$ cat config.mk
export PLATFORM = sky130hd
export DESIGN_NAME = kwd_top
export DESIGN_NICKNAME = d
export VERILOG_FILES = /design/src/kwd_pkg.sv /design/src/kwd_top.sv
export SDC_FILE = /design/constraint.sdc
export NUM_CORES = 1
export LEC_CHECK = 0
export BUFFER_PORTS_ARGS = -buffer_cell sky130_fd_sc_hd__buf_2
export CAP_MARGIN = 20
export CORE_MARGIN = 10
export CORE_UTILIZATION = 40
export DETAILED_ROUTE_END_ITERATION = 8
export GPL_TIMING_DRIVEN = 0
export SLEW_MARGIN = 10
export SYNTH_ARGS = -nofsm -noshare
export SYNTH_HDL_FRONTEND = slang
export SYNTH_SLANG_ARGS = --single-unit
$ cat constraint.sdc
create_clock -name clk_sys -period 2.7 [get_ports clk_sys]
set_input_delay 0.27 -clock clk_sys [delete_from_list [all_inputs] [get_ports clk_sys]]
set_output_delay 0.27 -clock clk_sys [all_outputs]
set_load 0.02 [all_outputs]
$ cat src/kwd_pkg.sv
// Package for the keyed watchdog timer: register offsets, fields, keys, reset values.
// Assumes a 16-bit register port on the configuration region, byte offsets as printed.
package kwd_pkg;
   localparam logic [11:0] KWD_OFS_CTRL = 12'h0cb0;
   localparam logic [11:0] KWD_OFS_CNTL = 12'h0cb2;
   localparam logic [11:0] KWD_OFS_CNTH = 12'h0cb4;
   localparam int KWD_BIT_ENB = 15;
   localparam int KWD_BIT_RST = 14;
   localparam int KWD_BIT_FLG = 12;
   localparam logic [15:0] KWD_KEY_WR1 = 16'h3333;
   localparam logic [15:0] KWD_KEY_WR2 = 16'hcccc;
   localparam logic [15:0] KWD_KEY_CL1 = 16'haaaa;
   localparam logic [15:0] KWD_KEY_CL2 = 16'h5555;
   localparam logic KWD_RST_ENB = 1'h0;
   localparam logic KWD_RST_RSTSEL = 1'h1;
   localparam logic [7:0] KWD_RST_EXP = 8'h01;
   localparam logic [4:0] KWD_EXP_B0 = 5'h0e;
   localparam logic [4:0] KWD_EXP_B1 = 5'h18;
   typedef enum logic [1:0] {KWD_K_IDLE, KWD_K_WR1, KWD_K_CL1} kwd_key_e;
endpackage

$ cat src/kwd_top.sv
// Keyed watchdog timer: control register, two count registers, time-out actions.
// Assumes a simple 16-bit register port on clk_sys; debug_mode comes from the
// CPU on the same clock. Reset output and indicator are one-cycle pulses.
//
// Summary of operation
// - Enabling zeroes count, starts, locks configuration
// - Interrupt mode: first time-out flags, second resets
// - Reset mode: every time-out resets
// - Interrupt-mode time-out sets flag; write one clears
// - Flag clearable while running and locked
// - Period is two to exponent clocks
// - Bit0 gives 14, bits1-7 give 24-30
// - Lowest set exponent bit wins
// - Write key opens one control write
// - Clear-count key zeroes the counter
// - Keys recognised only at control offset
// - Register relocks after the single write
// - Action and exponent writable only when stopped
// - Debug mode freezes counter
// - Count low returns bits 15-0
// - Count high returns bits 30-16, bit15 zero
// - Wide reads split into two accesses
// - Watchdog reset sets reset indicator
`timescale 1ns/1ps
module kwd_top
(
   input wire logic clk_sys,
   input wire logic rst_b,
   input wire logic reg_wr,
   input wire logic reg_rd,
   input wire logic [11:0] reg_addr,
   input wire logic [15:0] reg_wdata,
   input wire logic debug_mode,
   output logic [15:0] reg_rdata,
   output logic irq_req,
   output logic sys_reset_req,
   output logic watchdog_reset_indicator
);
////////////////////////////////////////////////////////////////////////////////
   logic run_enable_r;
   logic reset_action_select_r;
   logic timeout_interrupt_flag_r;
   logic [7:0] exponent_select_r;
   logic [30:0] count_r;
   logic [30:0] count_nxt;
   kwd_pkg::kwd_key_e key_r;
   kwd_pkg::kwd_key_e key_nxt;
   logic [15:0] rdata_nxt;

   wire ctl_wr = reg_wr && (reg_addr == kwd_pkg::KWD_OFS_CTRL);
   wire is_wr1 = (reg_wdata == kwd_pkg::KWD_KEY_WR1);
   wire is_wr2 = (reg_wdata == kwd_pkg::KWD_KEY_WR2);
   wire is_cl1 = (reg_wdata == kwd_pkg::KWD_KEY_CL1);
   wire is_cl2 = (reg_wdata == kwd_pkg::KWD_KEY_CL2);
   wire clear_key = ctl_wr && (key_r == kwd_pkg::KWD_K_CL1) && is_cl2;
   wire write_key = ctl_wr && (key_r == kwd_pkg::KWD_K_WR1) && is_wr2;
   wire is_key_word = is_wr1 || is_wr2 || is_cl1 || is_cl2;
   // Opened state is a sticky bit: a key word must not consume the single write
   logic open_r;
   wire cfg_wr = ctl_wr && open_r && !is_key_word;
   wire cfg_unlocked = cfg_wr && !run_enable_r;
   wire flag_clr = ctl_wr && !is_key_word && reg_wdata[kwd_pkg::KWD_BIT_FLG];
   wire start = cfg_wr && !run_enable_r && reg_wdata[kwd_pkg::KWD_BIT_ENB];
////////////////////////////////////////////////////////////////////////////////
   // Lowest set bit picks the exponent; zero field means never
   logic [4:0] exp_val;
   logic exp_valid;
   always_comb
   begin
      exp_val = '0;
      exp_valid = 1'b0;
      for (int i = 7; i >= 0; i--)
      begin
         if (exponent_select_r[i])
         begin
            exp_valid = 1'b1;
            exp_val = (i == 0) ? kwd_pkg::KWD_EXP_B0
                               : 5'(kwd_pkg::KWD_EXP_B1 + 5'(i - 1));
         end
      end
   end
   // Limit is only meaningful while exp_valid is high; an empty field never times out
   wire [30:0] limit = 31'(32'h0000_0001 << exp_val);
   wire counting = run_enable_r && !debug_mode;
   wire timeout = counting && exp_valid && (count_r == limit - 31'h0000_0001);
   wire to_reset = timeout && (reset_action_select_r || timeout_interrupt_flag_r);
   wire to_irq = timeout && !to_reset;

   always_comb
   begin
      count_nxt = count_r;
      if (start || clear_key || timeout)
         count_nxt = '0;
      else if (counting)
         count_nxt = count_r + 31'h0000_0001;
   end

   // Stray writes at the control offset abandon a half-entered key
   always_comb
   begin
      key_nxt = key_r;
      if (ctl_wr)
      begin
         if (is_wr1)
            key_nxt = kwd_pkg::KWD_K_WR1;
         else if (is_cl1)
            key_nxt = kwd_pkg::KWD_K_CL1;
         else
            key_nxt = kwd_pkg::KWD_K_IDLE;
      end
   end

   // Count words are read as separate 16-bit halves, so no snapshot is kept
   wire [15:0] ctl_view = {run_enable_r, reset_action_select_r, 1'b0,
                           timeout_interrupt_flag_r, 4'h0, exponent_select_r};
   always_comb
   begin
      rdata_nxt = 16'h0000;
      if (reg_rd)
      begin
         unique case (reg_addr)
            kwd_pkg::KWD_OFS_CTRL: rdata_nxt = ctl_view;
            kwd_pkg::KWD_OFS_CNTL: rdata_nxt = count_r[15:0];
            kwd_pkg::KWD_OFS_CNTH: rdata_nxt = {1'b0, count_r[30:16]};
            default: rdata_nxt = 16'h0000;
         endcase
      end
   end
////////////////////////////////////////////////////////////////////////////////
   always_ff @(posedge clk_sys)
   begin
      if (!rst_b)
      begin
         run_enable_r <= kwd_pkg::KWD_RST_ENB;
         reset_action_select_r <= kwd_pkg::KWD_RST_RSTSEL;
         exponent_select_r <= kwd_pkg::KWD_RST_EXP;
         timeout_interrupt_flag_r <= 1'b0;
         count_r <= '0;
         key_r <= kwd_pkg::KWD_K_IDLE;
         open_r <= 1'b0;
         reg_rdata <= 16'h0000;
         irq_req <= 1'b0;
         sys_reset_req <= 1'b0;
         watchdog_reset_indicator <= 1'b0;
      end
      else
      begin
         count_r <= count_nxt;
         key_r <= key_nxt;
         reg_rdata <= rdata_nxt;
         if (write_key)
            open_r <= 1'b1;
         else if (cfg_wr)
            open_r <= 1'b0;
         if (cfg_wr)
            run_enable_r <= reg_wdata[kwd_pkg::KWD_BIT_ENB];
         if (cfg_unlocked)
         begin
            reset_action_select_r <= reg_wdata[kwd_pkg::KWD_BIT_RST];
            exponent_select_r <= reg_wdata[7:0];
         end
         // Set wins over a clear in the same cycle
         if (to_irq)
            timeout_interrupt_flag_r <= 1'b1;
         else if (flag_clr)
            timeout_interrupt_flag_r <= 1'b0;
         irq_req <= to_irq;
         sys_reset_req <= to_reset;
         watchdog_reset_indicator <= to_reset;
      end
   end
////////////////////////////////////////////////////////////////////////////////
   a_irq_sets_flag: assert property (@(posedge clk_sys) disable iff (!rst_b)
      to_irq |=> timeout_interrupt_flag_r && irq_req)
      else $error("Interrupt time-out did not set the flag");
   a_second_resets: assert property (@(posedge clk_sys) disable iff (!rst_b)
      (timeout && timeout_interrupt_flag_r) |=> sys_reset_req && !irq_req)
      else $error("Second time-out did not reset");
   a_reset_mode: assert property (@(posedge clk_sys) disable iff (!rst_b)
      (timeout && reset_action_select_r) |=> sys_reset_req)
      else $error("Reset mode time-out did not reset");
   a_start_zeroes: assert property (@(posedge clk_sys) disable iff (!rst_b)
      start |=> run_enable_r && count_r == 31'h0000_0000)
      else $error("Enable did not zero the count");
   a_locked_cfg: assert property (@(posedge clk_sys) disable iff (!rst_b)
      run_enable_r |=> $stable(exponent_select_r) && $stable(reset_action_select_r))
      else $error("Configuration changed while running");
   a_clear_key: assert property (@(posedge clk_sys) disable iff (!rst_b)
      clear_key |=> count_r == 31'h0000_0000)
      else $error("Clear key did not zero the count");
   a_debug_freeze: assert property (@(posedge clk_sys) disable iff (!rst_b)
      (debug_mode && !start && !clear_key) |=> $stable(count_r) && !irq_req && !sys_reset_req)
      else $error("Counter moved in debug mode");
   a_unkeyed_write: assert property (@(posedge clk_sys) disable iff (!rst_b)
      (ctl_wr && !open_r) |=> $stable(run_enable_r))
      else $error("Unkeyed write changed the enable");
   a_min_period: assert property (@(posedge clk_sys) disable iff (!rst_b)
      (timeout && exponent_select_r[0]) |-> count_r == 31'h0000_3fff)
      else $error("Bit zero period is not two to fourteen");
////////////////////////////////////////////////////////////////////////////////
   // Further checks on flag handling, key decoding, counting and the read port.
   // Long exponents are never reached in short runs; those checks guard the decode.

   // A clear without a competing time-out empties the flag
   a_flag_clear: assert property (@(posedge clk_sys) disable iff (!rst_b)
      (flag_clr && !to_irq) |=> !timeout_interrupt_flag_r)
      else $error("Flag clear was not taken");

   // Without a set or a clear the flag keeps its value
   a_flag_hold: assert property (@(posedge clk_sys) disable iff (!rst_b)
      (!flag_clr && !to_irq) |=> $stable(timeout_interrupt_flag_r))
      else $error("Flag changed on its own");

   // Locked and running, the flag still clears
   a_flag_running: assert property (@(posedge clk_sys) disable iff (!rst_b)
      (run_enable_r && !open_r && flag_clr && !to_irq) |=> !timeout_interrupt_flag_r)
      else $error("Flag clear refused while running");

   // An interrupt only comes from interrupt mode with the flag clear
   a_irq_first: assert property (@(posedge clk_sys) disable iff (!rst_b)
      to_irq |-> !timeout_interrupt_flag_r && !reset_action_select_r)
      else $error("Interrupt raised where a reset was due");

   // The two actions never fire together
   a_one_action: assert property (@(posedge clk_sys) disable iff (!rst_b)
      !(irq_req && sys_reset_req))
      else $error("Interrupt and reset in one cycle");

   // The indicator follows every watchdog reset
   a_indicator_set: assert property (@(posedge clk_sys) disable iff (!rst_b)
      sys_reset_req |-> watchdog_reset_indicator)
      else $error("Reset without indicator");

   // And never shows without one
   a_indicator_only: assert property (@(posedge clk_sys) disable iff (!rst_b)
      watchdog_reset_indicator |-> sys_reset_req)
      else $error("Indicator without reset");

   // Every time-out restarts the count
   a_count_restart: assert property (@(posedge clk_sys) disable iff (!rst_b)
      timeout |=> count_r == 31'h0000_0000)
      else $error("Count did not restart after time-out");

   // One step per clock while counting
   a_count_step: assert property (@(posedge clk_sys) disable iff (!rst_b)
      (counting && !timeout && !start && !clear_key)
      |=> count_r == 31'($past(count_r) + 31'h0000_0001))
      else $error("Count did not step by one");

   // A stopped watchdog neither counts nor acts
   a_stopped_hold: assert property (@(posedge clk_sys) disable iff (!rst_b)
      (!run_enable_r && !start && !clear_key) |=> $stable(count_r))
      else $error("Count moved while stopped");

   a_stopped_quiet: assert property (@(posedge clk_sys) disable iff (!rst_b)
      !run_enable_r |=> !irq_req && !sys_reset_req)
      else $error("Action while stopped");

   // An empty exponent field never times out
   a_never_timeout: assert property (@(posedge clk_sys) disable iff (!rst_b)
      (exponent_select_r == 8'h00) |-> !timeout)
      else $error("Time-out with empty exponent field");

   // Top bit alone gives the longest period
   a_exp_top: assert property (@(posedge clk_sys) disable iff (!rst_b)
      (timeout && exponent_select_r == 8'h80) |-> count_r == 31'h3fff_ffff)
      else $error("Top exponent period wrong");

   // Bit one wins over higher bits
   a_lowest_bit: assert property (@(posedge clk_sys) disable iff (!rst_b)
      (timeout && exponent_select_r[1:0] == 2'b10) |-> count_r == 31'h00ff_ffff)
      else $error("Lowest exponent bit did not win");

   // The write key opens the register
   a_open_by_key: assert property (@(posedge clk_sys) disable iff (!rst_b)
      write_key |=> open_r)
      else $error("Write key did not open the register");

   // The single admitted write closes it again
   a_open_single: assert property (@(posedge clk_sys) disable iff (!rst_b)
      cfg_wr |=> !open_r)
      else $error("Register stayed open after its write");

   // A word that starts no key drops a pending one
   a_key_abandon: assert property (@(posedge clk_sys) disable iff (!rst_b)
      (ctl_wr && !is_wr1 && !is_cl1) |=> key_r == kwd_pkg::KWD_K_IDLE)
      else $error("Stray write kept a pending key");

   // Other offsets leave the key state alone
   a_key_offset: assert property (@(posedge clk_sys) disable iff (!rst_b)
      !ctl_wr |=> $stable(key_r))
      else $error("Key state moved without a control write");

   // A stopped, opened write loads action and exponent
   a_stopped_write: assert property (@(posedge clk_sys) disable iff (!rst_b)
      cfg_unlocked |=> exponent_select_r == $past(reg_wdata[7:0])
         && reset_action_select_r == $past(reg_wdata[kwd_pkg::KWD_BIT_RST]))
      else $error("Opened write did not load the configuration");

   // Closed register keeps action and exponent
   a_unkeyed_cfg: assert property (@(posedge clk_sys) disable iff (!rst_b)
      (ctl_wr && !open_r) |=> $stable(exponent_select_r) && $stable(reset_action_select_r))
      else $error("Unkeyed write changed the configuration");

   // Count low returns the low count bits
   a_read_low: assert property (@(posedge clk_sys) disable iff (!rst_b)
      (reg_rd && reg_addr == kwd_pkg::KWD_OFS_CNTL) |=> reg_rdata == $past(count_r[15:0]))
      else $error("Count low read wrong");

   // Count high returns the upper bits with bit 15 zero
   a_read_high: assert property (@(posedge clk_sys) disable iff (!rst_b)
      (reg_rd && reg_addr == kwd_pkg::KWD_OFS_CNTH)
      |=> reg_rdata == {1'b0, $past(count_r[30:16])})
      else $error("Count high read wrong");

   // Control read shows the flag and zero reserved bits
   a_read_ctl: assert property (@(posedge clk_sys) disable iff (!rst_b)
      (reg_rd && reg_addr == kwd_pkg::KWD_OFS_CTRL)
      |=> reg_rdata[12] == $past(timeout_interrupt_flag_r) && reg_rdata[13] == 1'b0
         && reg_rdata[11:8] == 4'h0 && reg_rdata[15] == $past(run_enable_r))
      else $error("Control read wrong");

   // Idle read port returns zero
   a_read_idle: assert property (@(posedge clk_sys) disable iff (!rst_b)
      !reg_rd |=> reg_rdata == 16'h0000)
      else $error("Read data without a read");

   // Main scenarios that the bench is expected to reach
   c_second: cover property (@(posedge clk_sys) disable iff (!rst_b)
      to_reset && !reset_action_select_r);
   c_irq: cover property (@(posedge clk_sys) disable iff (!rst_b) to_irq);
   c_reset: cover property (@(posedge clk_sys) disable iff (!rst_b) to_reset);
   c_start: cover property (@(posedge clk_sys) disable iff (!rst_b) start);
   c_clear: cover property (@(posedge clk_sys) disable iff (!rst_b) clear_key);
endmodule

==> impl_metrics.yaml <==
run_status:
  status: "complete, but fails checks"
  violations: "negative setup slack"
setup_path:
  critPathKind: "flop to flop"
  reg2regPathDepth: 10
  r2r-start: "exponent_select_r[2]$_SDFFE_PN0P_"
  cp-endpoint: "watchdog_reset_indicator$_SDFF_PN0_"
  worstPathMaxFanout: 2
  required_ns: 2.98
  cp-end-kind: "flop"
  critPathArrivalTime_ns: 3.21
  startpoint: "exponent_select_r[2]$_SDFFE_PN0P_"
  regToRegSetupSlack_ns: -0.23
  crit_path_start_kind: "flop"
  rr_endpoint: "watchdog_reset_indicator$_SDFF_PN0_"
drt:
  met1Wirelength_um: 4322
  wl_met2_um: 4584
  drt_iter0_drc: 204
  drt-total-wl_um: 9618
  dr_wl_met3_um: 540
  num_vias: 3160
  vias_per_cell: 5.505
  routedWlPerCell_um: 16.76
  remaining_drc_errors: 0
  dr.pass1.iters: 4
  antenna_left: 0
  highest_layer: "met4"
final_layout:
  finalInstanceArea_um2: 4267
  nNetsFinal: 499
  drive_above_1_share: 0.2836
  area_delta_synth_final_pct: 28.39
  diodes: 0
synth:
  synth.area.top_cells: "dfxtp_1 (38%), mux2i_1 (6.6%), nor3_1 (6.3%)"
  seq_area_frac_synth: 0.3795
  netlist_area_um2: 3323
  ys_ff_latch: 63
  avgSynthCellArea_um2: 8.371
  synth_nets: 432
  netlist_instances: 397
  ys_warn_count: 0
  yosys.area.top_type: "dfxtp_1"
  async_reset_ff_frac: 0
  synth_edf_count: 0
  synth_cell_types: 50
  synth_ff_type: "dfxtp_1"
  post-synth-top-area-fraction: 0.3795
timing:
  fin_ws_ns: -0.2284
  min_period_ns: 2.928
  skew_ns: 0.01134
  whs_ns: 0.1761
  tightest_slew_ns: 0.6500
  slew_viol_final: 0
  min_period_over_period: 1.085
  rsz0062_at_grt: "true"
  timing.fmax_mhz: 341.5
  final_hold_viol_count: 0
  setup_violations: 32
  max_slew_margin: 0.5667
power_and_ir_drop:
  max-vdd-ir-drop_v: 0.0002977
  power_density_nw_per_um2: 431.3
  finalPower_w: 0.001840
  p_leak_nw: 1.426
place:
  hpwl_um: 7039
  gp_congestion: 0.9165
  placed_area_um2: 3721
  port_buffers: 49
floorplan:
  die_x_um: 111.2
  initial_core_util: 0.4086
  die-area_um2: 12350
  pin_count: 52
  num_rows: 33
  core_um2: 8134
  die_h_um: 111.2
run:
  max-cap-violations: 0
cts:
  ctsRootBufferMaster: "clkbuf_8"
  clk_pin_slew_ns: 0.07
  clkLatencyLatePin_ns: 0.35
  cts.htree.levels: 3
  cts_buffers: 9
  cts.path.max_buffers: 2
  cts.sinks: 63
  cts_tree: "yes"
min_path:
  hold_class: "input port to flop"
grt:
  overflow: 0
  grt_pass1_wl_um: 16080
  grt_pass1_vias: 3123
  grt_use_total: 0.1566
  antenna_found_initial: 0
  grt_max_degree: 13
## stage by stage
step	setup TNS (ns)	instances	setup slack, ns	util
final	-5.122	574	-0.2284	0.5245
after global routing	-7.857	574	-0.3152	0.5245
after CTS	-8.488	572	-0.2945	0.4988
after detailed placement	-16.47	551	-0.5321	0.4575
after global placement	-15.65	551	-0.5097	0.4575
after floorplan	0	397	0.2429	-
## report_power, final
group	switching (W)	internal, W	total (W)	leakage, nW
combinational	0.0000505	0.0000410	0.0000914	0.820
sequential	0.000000000349	0.000926	0.000926	0.510
clock	0.000396	0.000427	0.000823	0.0956
total	0.000446	0.00139	0.00184	1.43
## worst min-delay path by stage
| stage | startpoint | to | slack [ns] | cells after the start |
|---|---|---|---|---|
| 3_3_place_gp | open_r$_SDFFE_PN0P_ | open_r$_SDFFE_PN0P_ | 0.47 | 2 |
| 4_1_cts | reg_wdata[14] | reset_action_select_r$_SDFFE_PN1P_ | 0.17 | 3 |
| 6_report | reg_wdata[14] | reset_action_select_r$_SDFFE_PN1P_ | 0.18 | 3 |
| 3_5_place_dp | open_r$_SDFFE_PN0P_ | open_r$_SDFFE_PN0P_ | 0.48 | 2 |
| 5_1_grt | reg_wdata[14] | reset_action_select_r$_SDFFE_PN1P_ | 0.20 | 3 |
| 2_1_floorplan | reg_wdata[0] | exponent_select_r[0]$_SDFFE_PN1P_ | 0.40 | 2 |
## synth_stat cells, drive strengths merged, types with 4 or more instances
master / number
dfxtp: 63
nor2: 44
nor3: 42
nand2: 23
mux2i: 22
xnor2: 17
a21oi: 16
clkbuf: 15
nand3: 15
nor2b: 15
xor2: 15
buf: 12
nand4: 10
nor4: 9
nor4bb: 8
inv: 7
o21ai: 7
a22oi: 6
nor3b: 5
or4: 5
o211ai: 4
or2: 4
## worst max-delay path, cell delays in order (launching register included)
cell and delay [ns]:
dfxtp_4 0.34, or4_4 0.53, or3_4 0.37, ha_4 0.28, xor2_1 0.14, o211ai_1 0.14, buf_4 0.17, nor4_4 0.14
nand4_1 0.14, or4_1 0.44, nor3b_2 0.16
## cells in the final DEF (no fill, tap or decap), types with 8 or more instances in the layout
master,netlist,final
dfxtp_1,63,58
buf_2,6,50
nor2_1,44,43
nand2_1,23,23
nor3_2,0,22
mux2i_1,22,22
nor3_1,42,17
xnor2_1,17,17
a21oi_1,16,16
nand3_1,15,15
nor2b_1,15,15
xor2_1,15,15
clkbuf_1,15,13
buf_4,5,12
nand4_1,10,10
clkbuf_8,0,9
nor4bb_1,8,8
## layout make-up
class / instances / area (um^2)
Clock buffer: 9 / 123.9
Fill cell: 780 / 3867
Multi-Input combinational cell: 300 / 2150
Buffer: 24 / 145.1
Tap cell: 105 / 131.4
Clock inverter: 7 / 72.57
Inverter: 7 / 26.28
Sequential cell: 63 / 1272
Timing Repair Buffer: 59 / 345.3
## state kept, by name (all words and copies together), names as in the netlist
signal                    cells
timeout_interrupt_flag_r      1
open_r                        1
reset_action_select_r         1
exponent_select_r             8
watchdog_reset_indicator      1
key_r                         2
count_r                      31
irq_req                       1
reg_rdata                    16
run_enable_r                  1
## kinds of logic after synthesis
family / after synthesis / synth area share
buf+inv: 34 / 0.04631
mux: 23 / 0.06965
other cells: 1 / 0.001128
simple gates: 197 / 0.3234
flops: 63 / 0.3795
xor+xnor: 32 / 0.08434
fa+ha+maj: 2 / 0.007529
compound gates: 45 / 0.08811
## timing repair
action / 4_1_cts / 5_1_grt
endpoints found under the setup margin: 33 / 33
buffers inserted: 6 / 2
pin swaps: 10 / 16
hold endpoints to repair: 0 / 0
hold buffers: 0 / 0
gates resized for setup: 23 / 38
cloned: 2 / 1
## routing by layer
metal	vias up	GRT usage
met5	-	0
met4	0	0.05741
met3	13	0.04113
met2	82	0.2555
met1	1497	0.1929
li1	1568	-
Power figures use the tool's default switching activity.
